==> src/include/aspm_pkg.sv <==
// Purpose: shared constants and types for the converter serial/power control
// Assumes: system clock 100 MHz, serial clock sampled as a plain input
// Notes: edge counts are serial-clock falling edges since frame start
`default_nettype none
package aspm_pkg;
  localparam int          ASPM_WORD_BITS    = 16;
  localparam int          ASPM_LEAD_ZEROS   = 2;
  localparam int          ASPM_RES_BITS_12  = 12;
  localparam logic [4:0]  ASPM_CNT_GLITCH   = 5'h02;
  localparam logic [4:0]  ASPM_CNT_AWAKE    = 5'h0A;
  localparam logic [4:0]  ASPM_CNT_FULL     = 5'h10;
  localparam logic [4:0]  ASPM_CNT_ZERO     = 5'h00;
  localparam logic [15:0] ASPM_WORD_ZERO    = 16'h0000;
  localparam logic [1:0]  ASPM_SYNC_ZERO    = 2'h0;
  localparam logic [1:0]  ASPM_SYNC_IDLE    = 2'h3;

  typedef enum logic [1:0] {
    ASPM_NORMAL,
    ASPM_PARTIAL,
    ASPM_FULL
  } aspm_mode_e;
endpackage : aspm_pkg
`default_nettype wire

==> src/core/aspm_sync.sv <==
// Purpose: two-flop synchroniser for the serial pins
// Assumes: inputs asynchronous to clock_in
// Notes: first stage read only by the second
`default_nettype none
module aspm_sync
  import aspm_pkg::*;
#(
  parameter int WIDTH = 2
) (
  input  wire logic             clock_in,
  input  wire logic             rst_in,
  input  wire logic [WIDTH-1:0] async_in,
  output var  logic [WIDTH-1:0] sync_out
);
  typedef struct packed {
    logic [WIDTH-1:0] stage1;
    logic [WIDTH-1:0] stage2;
  } aspm_sync_s;

  aspm_sync_s state;
  aspm_sync_s next_state;

  always_comb begin
    next_state        = state;
    next_state.stage1 = async_in;
    next_state.stage2 = state.stage1;
  end

  always_ff @(posedge clock_in or posedge rst_in) begin
    if (rst_in) begin
      state <= '{stage1: {WIDTH{1'b1}}, stage2: {WIDTH{1'b1}}};
    end else begin
      state <= next_state;
    end
  end

  assign sync_out = state.stage2;
endmodule // aspm_sync
`default_nettype wire

==> src/core/aspm_ctrl.sv <==
// Purpose: frame-select serial readout and power-mode control of the converter
// Assumes: frame select and serial clock come from the host, sampled here
// Notes: result sampled from conv_result_in at the frame-select fall
// Functional notes
// - 16-bit word, two leading zero bits
// - trailing zeros pad to sixteen positions
// - frame-select rise edge count picks mode
// - sample and start at frame-select fall
// - rise in 10..15 stays powered, aborts
// - rise in 2..9 enters partial power-down
// - rise before second edge stays normal
// - dummy frame past 10 wakes device
// - partial then early rise gives full
// - drive at fall, release at 16th edge
`default_nettype none
module aspm_ctrl
  import aspm_pkg::*;
#(
  parameter int RES_BITS = ASPM_RES_BITS_12
) (
  input  wire logic                clock_in,
  input  wire logic                rst_in,
  input  wire logic                frame_sel_n_in,
  input  wire logic                serial_clk_in,
  input  wire logic [RES_BITS-1:0] conv_result_in,
  output var  logic                serial_result_out,
  output var  logic                serial_result_oe_out,
  output var  logic [1:0]          power_mode_out,
  output var  logic                sample_out
);
  typedef struct packed {
    logic                frame_q;
    logic                sclk_q;
    logic                active;
    logic [4:0]          edges;
    logic [15:0]         shift;
    logic                sdo;
    logic                oe;
    aspm_mode_e          mode;
    logic                sample;
  } aspm_ctrl_s;

  aspm_ctrl_s state;
  aspm_ctrl_s next_state;
  logic [1:0] pins_sync;
  logic       frame_n;
  logic       sclk;
  logic       frame_fall;
  logic       frame_rise;
  logic       sclk_fall;

  localparam logic [4:0] TRAIL_FROM = 5'(ASPM_LEAD_ZEROS + RES_BITS - 1);

  aspm_sync #(
    .WIDTH (2)
  ) u_sync (
    .clock_in (clock_in),
    .rst_in   (rst_in),
    .async_in ({frame_sel_n_in, serial_clk_in}),
    .sync_out (pins_sync)
  );

  assign frame_n    = pins_sync[1];
  assign sclk       = pins_sync[0];
  assign frame_fall = state.frame_q && !frame_n;
  assign frame_rise = !state.frame_q && frame_n;
  assign sclk_fall  = state.sclk_q && !sclk;

  always_comb begin
    next_state         = state;
    next_state.frame_q = frame_n;
    next_state.sclk_q  = sclk;
    next_state.sample  = 1'b0;
    if (frame_fall) begin
      next_state.sample = 1'b1;
      next_state.active = 1'b1;
      next_state.edges  = ASPM_CNT_ZERO;
      // zeros, result, zero pad
      // bit 15 already on the pin, queue the rest
      next_state.shift  = ASPM_WORD_ZERO
                        | (16'(conv_result_in)
                           << (ASPM_WORD_BITS - ASPM_LEAD_ZEROS - RES_BITS + 1));
      next_state.oe     = 1'b1;
      next_state.sdo    = 1'b0;
    end else if (frame_n) begin
      next_state.edges  = ASPM_CNT_ZERO;
      next_state.active = 1'b0;
      next_state.oe     = 1'b0;
      if (frame_rise && state.active) begin
        if (state.edges >= ASPM_CNT_AWAKE) begin
          next_state.mode = ASPM_NORMAL;
        end else if (state.mode != ASPM_NORMAL) begin
          next_state.mode = ASPM_FULL;
        end else if (state.edges >= ASPM_CNT_GLITCH) begin
          next_state.mode = ASPM_PARTIAL;
        end
      end
    end else if (state.active && sclk_fall) begin
      next_state.sdo   = state.shift[15];
      next_state.shift = {state.shift[14:0], 1'b0};
      next_state.edges = state.edges + 5'h01;
      if (state.edges + 5'h01 == ASPM_CNT_FULL) begin
        next_state.oe     = 1'b0;
        next_state.active = 1'b0;
        next_state.mode   = ASPM_NORMAL;
      end
    end
  end

  always_ff @(posedge clock_in or posedge rst_in) begin
    if (rst_in) begin
      state <= '{frame_q: 1'b1, sclk_q: 1'b1, active: 1'b0, edges: ASPM_CNT_ZERO,
                 shift: ASPM_WORD_ZERO, sdo: 1'b0, oe: 1'b0, mode: ASPM_NORMAL,
                 sample: 1'b0};
    end else begin
      state <= next_state;
    end
  end

  assign serial_result_out    = state.sdo;
  assign serial_result_oe_out = state.oe;
  assign power_mode_out       = state.mode;
  assign sample_out           = state.sample;

  edge_idle_a: assert property (@(posedge clock_in) disable iff (rst_in)
    state.frame_q && frame_n |=> state.edges == ASPM_CNT_ZERO)
    else $error("edge counter not cleared while frame select high");

  drive_start_a: assert property (@(posedge clock_in) disable iff (rst_in)
    frame_fall |=> serial_result_oe_out && sample_out)
    else $error("output not driven after frame select fall");

  release_full_a: assert property (@(posedge clock_in) disable iff (rst_in)
    state.active && !frame_n && sclk_fall && state.edges == 5'h0F
    |=> !serial_result_oe_out)
    else $error("output not released at sixteenth edge");

  lead_zero_a: assert property (@(posedge clock_in) disable iff (rst_in)
    state.active && !frame_n && sclk_fall && state.edges == ASPM_CNT_ZERO
    |=> !serial_result_out)
    else $error("leading bit not zero");

  partial_entry_a: assert property (@(posedge clock_in) disable iff (rst_in)
    frame_rise && state.active && state.mode == ASPM_NORMAL
    && state.edges >= 5'h02 && state.edges < 5'h0A
    |=> power_mode_out == ASPM_PARTIAL && !serial_result_oe_out)
    else $error("partial power-down not entered");

  glitch_keep_a: assert property (@(posedge clock_in) disable iff (rst_in)
    frame_rise && state.active && state.mode == ASPM_NORMAL && state.edges < 5'h02
    |=> power_mode_out == ASPM_NORMAL)
    else $error("glitch caused power-down");

  late_rise_a: assert property (@(posedge clock_in) disable iff (rst_in)
    frame_rise && state.active && state.edges >= 5'h0A
    |=> power_mode_out == ASPM_NORMAL && !serial_result_oe_out)
    else $error("late rise did not keep device powered");

  full_entry_a: assert property (@(posedge clock_in) disable iff (rst_in)
    frame_rise && state.active && state.mode == ASPM_PARTIAL && state.edges < 5'h0A
    |=> power_mode_out == ASPM_FULL)
    else $error("full power-down not entered");

  first_zero_a: assert property (@(posedge clock_in) disable iff (rst_in)
    frame_fall |=> !serial_result_out)
    else $error("first bit not zero");

  trail_zero_a: assert property (@(posedge clock_in) disable iff (rst_in)
    state.active && !frame_n && sclk_fall && state.edges >= TRAIL_FROM
    |=> !serial_result_out)
    else $error("trailing bit not zero");

  shift_msb_a: assert property (@(posedge clock_in) disable iff (rst_in)
    state.active && !frame_n && sclk_fall
    |=> serial_result_out == $past(state.shift[15]))
    else $error("serial bit not taken from top of shift word");

  sample_only_a: assert property (@(posedge clock_in) disable iff (rst_in)
    !frame_fall |=> !sample_out)
    else $error("sample pulse without frame select fall");

  count_restart_a: assert property (@(posedge clock_in) disable iff (rst_in)
    frame_fall |=> state.edges == ASPM_CNT_ZERO)
    else $error("edge counter not restarted at frame select fall");

  mode_hold_a: assert property (@(posedge clock_in) disable iff (rst_in)
    !frame_rise && !(state.active && !frame_n && sclk_fall)
    |=> $stable(power_mode_out))
    else $error("power mode changed outside a decision point");

  idle_release_a: assert property (@(posedge clock_in) disable iff (rst_in)
    frame_n |=> !serial_result_oe_out)
    else $error("output driven while frame select high");

  full_wake_a: assert property (@(posedge clock_in) disable iff (rst_in)
    state.active && !frame_n && sclk_fall && state.edges == 5'h0F
    |=> power_mode_out == ASPM_NORMAL)
    else $error("device not powered after full frame");
endmodule // aspm_ctrl
`default_nettype wire

==> config.mk <==
export PLATFORM = sky130hd
export DESIGN_NAME = aspm_ctrl
export DESIGN_NICKNAME = d
export VERILOG_FILES = /design/src/include/aspm_pkg.sv /design/src/core/aspm_sync.sv /design/src/core/aspm_ctrl.sv
export SDC_FILE = /design/constraint.sdc
export NUM_CORES = 1
export LEC_CHECK = 0
export ABC_AREA = 1
export CORE_ASPECT_RATIO = 0.7
export CORE_MARGIN = 2
export CORE_UTILIZATION = 50
export CTS_BUF_LIST = sky130_fd_sc_hd__clkbuf_4
export CTS_CLUSTER_SIZE = 25
export DETAILED_ROUTE_END_ITERATION = 6
export DONT_BUFFER_PORTS = 1
export HOLD_SLACK_MARGIN = 0.08
export PLACE_DENSITY = 0.65
export REMOVE_ABC_BUFFERS = 1
export SYNTH_ARGS = -nofsm -noshare
export SYNTH_HDL_FRONTEND = slang
export SYNTH_SLANG_ARGS = --single-unit
==> constraint.sdc <==
create_clock -name clock_in -period 1.4 [get_ports clock_in]
set_input_delay 0.21 -clock clock_in [delete_from_list [all_inputs] [get_ports clock_in]]
set_output_delay 0.21 -clock clock_in [all_outputs]
set_load 0.1 [all_outputs]
* Word-level counts from Yosys, hierarchy flattened
Index checks and enable logic that the tools add are counted.
Storage, ports and cells: register bits after elaboration 33, bits of input ports 16, output and inout port bits 5, logic and storage cells 48
Operators by class: add/sub/neg operators 1, magnitude comparators 2, eq/ne operators 4, muxes and demuxes 12, bitwise operators 1, reductions and logical operators 17
Operator list (count):
- 26-bit 2-to-1 mux | 1
- 24-bit 2-to-1 mux | 1
- 17-bit 2-to-1 mux | 1
- 2-bit 2-to-1 mux | 4
- 2-bit nonzero test | 4
- 3-bit 2-to-1 mux | 2
- 6-bit 2-to-1 mux | 1
- 3-bit nonzero test | 2
- 5-bit by 1-bit adder with 5-bit output, second input constant | 1
- 5-bit equality test, second input constant | 1
- 5-bit by 2-bit greater-or-equal comparator with 1-bit output, second input constant | 1
- 5-bit by 4-bit greater-or-equal comparator with 1-bit output, second input constant | 1
- 1-bit logical AND | 5
- 5-bit AND reduction | 1
- 2-bit != test, second input constant | 2
- 4-bit != test, second input constant | 1
- 2-bit AND reduction | 2
- 1-bit zero test | 3
- 1-bit 2-to-1 mux | 2
- 1-bit inverter | 1

* Longest topological paths before layout
depth in word-level cells 7, mapped depth 9, mapped depth without buffers 9

* Modules after synthesis
Synthesis repeated with hierarchy kept, for this count alone.
Second synthesis, totals: cells, all modules 150, area, all modules 1457.6 µm²
Modules (own cells, without submodules):
- aspm_ctrl | times used 1, cells each 145, area an instance 1348.8 µm², seq. area each 628.1 µm²
- aspm_sync | times used 1, cells each 5, area an instance 108.9 µm², seq. area each 105.1 µm²

* Worst setup path before layout
No wires, ideal clock.
kind register to register, start point register state[26] in the netlist's numbering, end point register state[19] in the netlist's numbering, setup time 82 ps, data arrival time 1716 ps, setup slack -398 ps, stages on the path, launching flop included 6, clock period less this slack 1798 ps, path through dfrtp_1 nand2_2 o21ai_4 buf_6 nor2_1 a31oi_1
Between the ends: word-level cells in the longest chain between the ends 3
RTL lines:
- start: declaration | line aspm_ctrl.sv:43 | aspm_ctrl_s state;
- start signal: assignment | line aspm_ctrl.sv:112 | state <= '{frame_q: 1'b1, sclk_q: 1'b1, active: 1'b0, edges: ASPM_CNT_ZERO,
- start signal: assignment | line aspm_ctrl.sv:116 | state <= next_state;
- 1-bit logical AND | line aspm_ctrl.sv:98 | end else if (state.active && sclk_fall) begin
- 2-bit nonzero test (no source line)
- 2-bit AND reduction (no source line)
No other way between the ends. A chain may end at the register's enable or synchronous reset.

* Worst setup path in the final report
start point register state[27] in the netlist's numbering, end point register state[16] in the netlist's numbering
Between the ends: word-level cells in the longest chain between the ends 4
RTL lines:
- 1-bit logical AND | line aspm_ctrl.sv:67 | assign sclk_fall = state.sclk_q && !sclk;
- 1-bit logical AND | line aspm_ctrl.sv:98
- 2-bit nonzero test (no source line)
- 2-bit AND reduction (no source line)
No other way between the ends.

==> flow_results.xml <==
<?xml version="1.0" encoding="UTF-8"?>
<metrics>
  <group name="worst_setup_path">
    <metric name="crit_fanout" unit="">6</metric>
    <metric name="path_delay_family" unit="">flip-flops</metric>
    <metric name="critical_path.startpoint" unit="">state[27]$_DFF_PP1_</metric>
    <metric name="crit_chain" unit="">inv_2 -&gt; nor2_2 -&gt; nand2_2 -&gt; o21ai_4 -&gt; buf_2 -&gt; nor2_1 -&gt; a31oi_1</metric>
    <metric name="worst_setup_path_start_kind" unit="">flip-flop</metric>
    <metric name="timing_worst_setup_path_type" unit="">flip-flop to flip-flop</metric>
    <metric name="crit_path_required_time" unit="ns">1.65</metric>
    <metric name="timing.critical_path.depth" unit="">7</metric>
    <metric name="worstPathBufferInverterCount" unit="">2</metric>
    <metric name="r2r_end" unit="">state[16]$_DFFE_PP0P_</metric>
    <metric name="worstRegToRegCells" unit="">7</metric>
    <metric name="cp-end-kind" unit="">flip-flop</metric>
    <metric name="critical-path-slowest-cell" unit="">sky130_fd_sc_hd__dfstp_2</metric>
    <metric name="r2r_setup_slack" unit="ns">-0.18</metric>
    <metric name="critical_register_to_register_path_startpoint" unit="">state[27]$_DFF_PP1_</metric>
    <metric name="timing.critical_path.slowest_cell_delay" unit="ns">0.54</metric>
    <metric name="cp.arrival" unit="ns">1.83</metric>
    <metric name="worst_setup_ep" unit="">state[16]$_DFFE_PP0P_</metric>
  </group>
  <group name="timing">
    <metric name="worstMarginPinSlew" unit="ns">0.372</metric>
    <metric name="fin_worst_hold_slack" unit="ns">0.365</metric>
    <metric name="slew_violations" unit="">0</metric>
    <metric name="final.setup.worst_slack" unit="ns">-0.177</metric>
    <metric name="min_period" unit="ns">1.58</metric>
    <metric name="timing.clock.skew" unit="ns">0.0149</metric>
    <metric name="slew-limit-headroom" unit="">0.752</metric>
    <metric name="setup_repair_after_global_routing_missed_its_margin" unit="">yes</metric>
    <metric name="timing.final.hold_violations" unit="">0</metric>
    <metric name="period_share" unit="">1.13</metric>
    <metric name="final-setup-viol-count" unit="">18</metric>
    <metric name="max_clock_freq" unit="MHz">634</metric>
  </group>
  <group name="drt">
    <metric name="initial_drt_pass_iterations" unit="">4</metric>
    <metric name="initialDrtViolationCount" unit="">85</metric>
    <metric name="detail_route.vias_per_cell" unit="">5.30</metric>
    <metric name="postRouteAntennaNets" unit="">0</metric>
    <metric name="totalWireLength" unit="mm">3.30</metric>
    <metric name="vias" unit="">1165</metric>
    <metric name="remaining_drc_errors" unit="">0</metric>
    <metric name="route.detailed.wl_per_inst" unit="um">15.0</metric>
  </group>
  <group name="place">
    <metric name="globalplace.congestion" unit="">0.800</metric>
    <metric name="hpwlAfterDp" unit="mm">1.79</metric>
    <metric name="numPlacedInstances" unit="">188</metric>
    <metric name="place.port_buffers" unit="">0</metric>
  </group>
  <group name="status">
    <metric name="run_status" unit="">complete, but fails checks</metric>
    <metric name="violations_in_the_final_reports" unit="">setup timing</metric>
  </group>
  <group name="power">
    <metric name="ir_drop" unit="mV">0.664</metric>
    <metric name="power_frac_comb" unit="">0.334</metric>
    <metric name="share_of_power_burned_in_registers" unit="">0.450</metric>
    <metric name="powerDensity" unit="mW/mm^2">1320</metric>
    <metric name="p_clk_frac" unit="">0.217</metric>
    <metric name="p_leak" unit="nW">0.826</metric>
    <metric name="p_total" unit="W">0.00240</metric>
    <metric name="p_int" unit="W">0.00146</metric>
    <metric name="switching_share" unit="">0.390</metric>
    <metric name="power.switching" unit="W">0.000937</metric>
  </group>
  <group name="global_route">
    <metric name="grt_pass1_wl" unit="mm">4.73</metric>
    <metric name="globalRouteTotalUtil" unit="">0.210</metric>
    <metric name="global_route.overflow_total" unit="">0</metric>
    <metric name="grt_start_max_net_pins" unit="">30</metric>
    <metric name="number_of_global_route_vias_before_repair" unit="">1059</metric>
    <metric name="antenna_found_initial" unit="">0</metric>
  </group>
  <group name="cells_and_area">
    <metric name="fin_util" unit="">0.724</metric>
    <metric name="ant_diodes" unit="">0</metric>
    <metric name="synthToLayoutAreaGrowth" unit="%">33.7</metric>
    <metric name="post_route_cells_drive_above_1_share" unit="">0.339</metric>
    <metric name="most-common-layout-cells" unit="">sky130_fd_sc_hd__nand2_1 (34), sky130_fd_sc_hd__dfrtp_1 (23), sky130_fd_sc_hd__dlygate4sd3_1 (15), sky130_fd_sc_hd__buf_4 (15), sky130_fd_sc_hd__inv_1 (13)</metric>
    <metric name="nets" unit="">203</metric>
    <metric name="layout.cells.most_common" unit="">sky130_fd_sc_hd__nand2_1</metric>
    <metric name="layout.cells.non_filler" unit="">220</metric>
  </group>
  <group name="yosys">
    <metric name="ys_warn_count" unit="">0</metric>
    <metric name="post_synth_instance_area" unit="sq mm">0.00136</metric>
    <metric name="synth.yosys.seq_area_share" unit="">0.538</metric>
    <metric name="yosysUniqueCellTypes" unit="">23</metric>
    <metric name="synth_cells" unit="">149</metric>
    <metric name="post_synth.cell_area_avg" unit="sq um">9.14</metric>
    <metric name="postSynthRegisterBits" unit="">29</metric>
  </group>
  <group name="cts">
    <metric name="cts_num_sinks" unit="">29</metric>
    <metric name="cts_buffers" unit="">5</metric>
    <metric name="tritoncts" unit="">done</metric>
    <metric name="source_to_sink_clock_delay_at_the_later_pin_of_the_worst_skew_pair" unit="ns">0.33</metric>
    <metric name="path_clk_slew" unit="ns">0.10</metric>
    <metric name="cts-htree-levels" unit="">2</metric>
    <metric name="clk_buf_depth" unit="">2</metric>
    <metric name="cts_root_buf" unit="">sky130_fd_sc_hd__clkbuf_4</metric>
  </group>
  <group name="floorplanning">
    <metric name="initial_core_util" unit="">0.542</metric>
    <metric name="core-area" unit="sq mm">0.00251</metric>
    <metric name="chipHeight" unit="um">47.7</metric>
    <metric name="rows" unit="">15</metric>
    <metric name="dieWidth" unit="um">66.4</metric>
    <metric name="design.portCount" unit="">21</metric>
    <metric name="dieArea" unit="sq mm">0.00317</metric>
  </group>
  <group name="run">
    <metric name="cap_viol_max_count" unit="">0</metric>
  </group>
  <group name="worst_hold_path">
    <metric name="worstHoldPathType" unit="">primary input to asynchronous set/reset pin</metric>
  </group>
</metrics>
## per-layer routing
layer | global-route usage | vias to the layer above | share of wire
met5 | 0 | - | 0
met4 | 0.0898 | 0 | 0.030
met3 | 0.0682 | 13 | 0.038
met2 | 0.332 | 27 | 0.47
met1 | 0.274 | 563 | 0.46
li1 | - | 562 | -
## power groups by stage
| stage | Sequential [W] | Combinational [W] | Clock (W) |
|---|---|---|---|
| finish | 0.00108 | 0.000801 | 0.000520 |
| global placement | 0.00106 | 0.000663 | 0 |
| floorplan | 0.00133 | 0.000254 | 0 |
| detailed placement | 0.00107 | 0.000672 | 0 |
| global route | 0.00109 | 0.000853 | 0.000559 |
| CTS | 0.00106 | 0.000720 | 0.000526 |
## worst min-delay path, delay by kind of cell
family	cells	cell delay (ns)
buf+inv	3	0.91
## cell usage after synthesis
cell | number | share of area
sky130_fd_sc_hd__o21ai_1 | 2 | 0.0073
sky130_fd_sc_hd__nand2_1 | 37 | 0.10
sky130_fd_sc_hd__xnor2_1 | 1 | 0.0064
sky130_fd_sc_hd__buf_6 | 2 | 0.017
sky130_fd_sc_hd__buf_2 | 1 | 0.0037
sky130_fd_sc_hd__o22ai_2 | 3 | 0.028
sky130_fd_sc_hd__nor2_2 | 1 | 0.0046
sky130_fd_sc_hd__nand4_1 | 3 | 0.014
sky130_fd_sc_hd__o22ai_1 | 3 | 0.014
sky130_fd_sc_hd__dfstp_2 | 6 | 0.12
sky130_fd_sc_hd__nand3_1 | 10 | 0.037
sky130_fd_sc_hd__o21ai_4 | 1 | 0.012
sky130_fd_sc_hd__nand2_2 | 1 | 0.0046
sky130_fd_sc_hd__inv_4 | 1 | 0.0046
sky130_fd_sc_hd__inv_1 | 14 | 0.039
sky130_fd_sc_hd__nor4_1 | 2 | 0.0092
sky130_fd_sc_hd__nand2_8 | 1 | 0.015
sky130_fd_sc_hd__ha_1 | 2 | 0.018
sky130_fd_sc_hd__nor2_1 | 18 | 0.050
sky130_fd_sc_hd__a31oi_1 | 9 | 0.041
sky130_fd_sc_hd__dfrtp_1 | 23 | 0.42
sky130_fd_sc_hd__buf_4 | 4 | 0.022
sky130_fd_sc_hd__o21ai_0 | 4 | 0.015
## how the worst min path moves through the flow
| stage | startpoint | end |
|---|---|---|
| finish | rst_in | state[20]$_DFFE_PP0P_ |
| global route | u_sync.next_state[0]$_DFF_PP1_ | u_sync.sync_out[0]$_DFF_PP1_ |
| CTS | u_sync.next_state[0]$_DFF_PP1_ | u_sync.sync_out[0]$_DFF_PP1_ |
| detailed placement | rst_in | serial_result_out$_DFFE_PP0P_ |
| global placement | rst_in | serial_result_out$_DFFE_PP0P_ |
| floorplan | serial_clk_in | u_sync.next_state[0]$_DFF_PP1_ |
## registers in the layout, indices dropped and copies added (netlist names)
| name | count |
|---|---|
| power_mode_out | 2 |
| sample_out | 1 |
| serial_result_out | 1 |
| state | 21 |
| u_sync.next_state | 2 |
| u_sync.sync_out | 2 |
## kinds of logic after synthesis
kind of cell	synth area share
fa+ha+maj	0.0184
xor+xnor	0.00643
simple gates	0.235
buf+inv	0.0854
flops	0.538
compound gates	0.117
## metrics by stage
stage                TNS, ns  setup WS [ns]  cell area (sq um)
floorplan             -10.04         -0.612               1310
CTS                  -0.0105       -0.00491               1680
global placement    -0.00111       -0.00111               1440
detailed placement   -0.0567        -0.0224               1440
global route           -2.35         -0.229               1820
finish                 -1.09         -0.177               1820
## what timing repair did
item | 4_1_cts | 5_1_grt
pin swaps | 0 | 11
gates cloned | 0 | 1
hold endpoints to repair | 37 | 0
resized for setup | 6 | 24
setup buffers | 2 | 7
endpoints found under the setup margin | 11 | 22
hold buffers | 15 | 0
## layout make-up
type | instances | area, sq um
Sequential cell | 29 | 733
Clock inverter | 1 | 3.75
Clock buffer | 7 | 52.6
Timing Repair Buffer | 36 | 324
Inverter | 15 | 58.8
Multi-Input combinational cell | 98 | 607
Tap cell | 34 | 42.5
Fill cell | 191 | 693
Power figures use the tool's default switching activity.
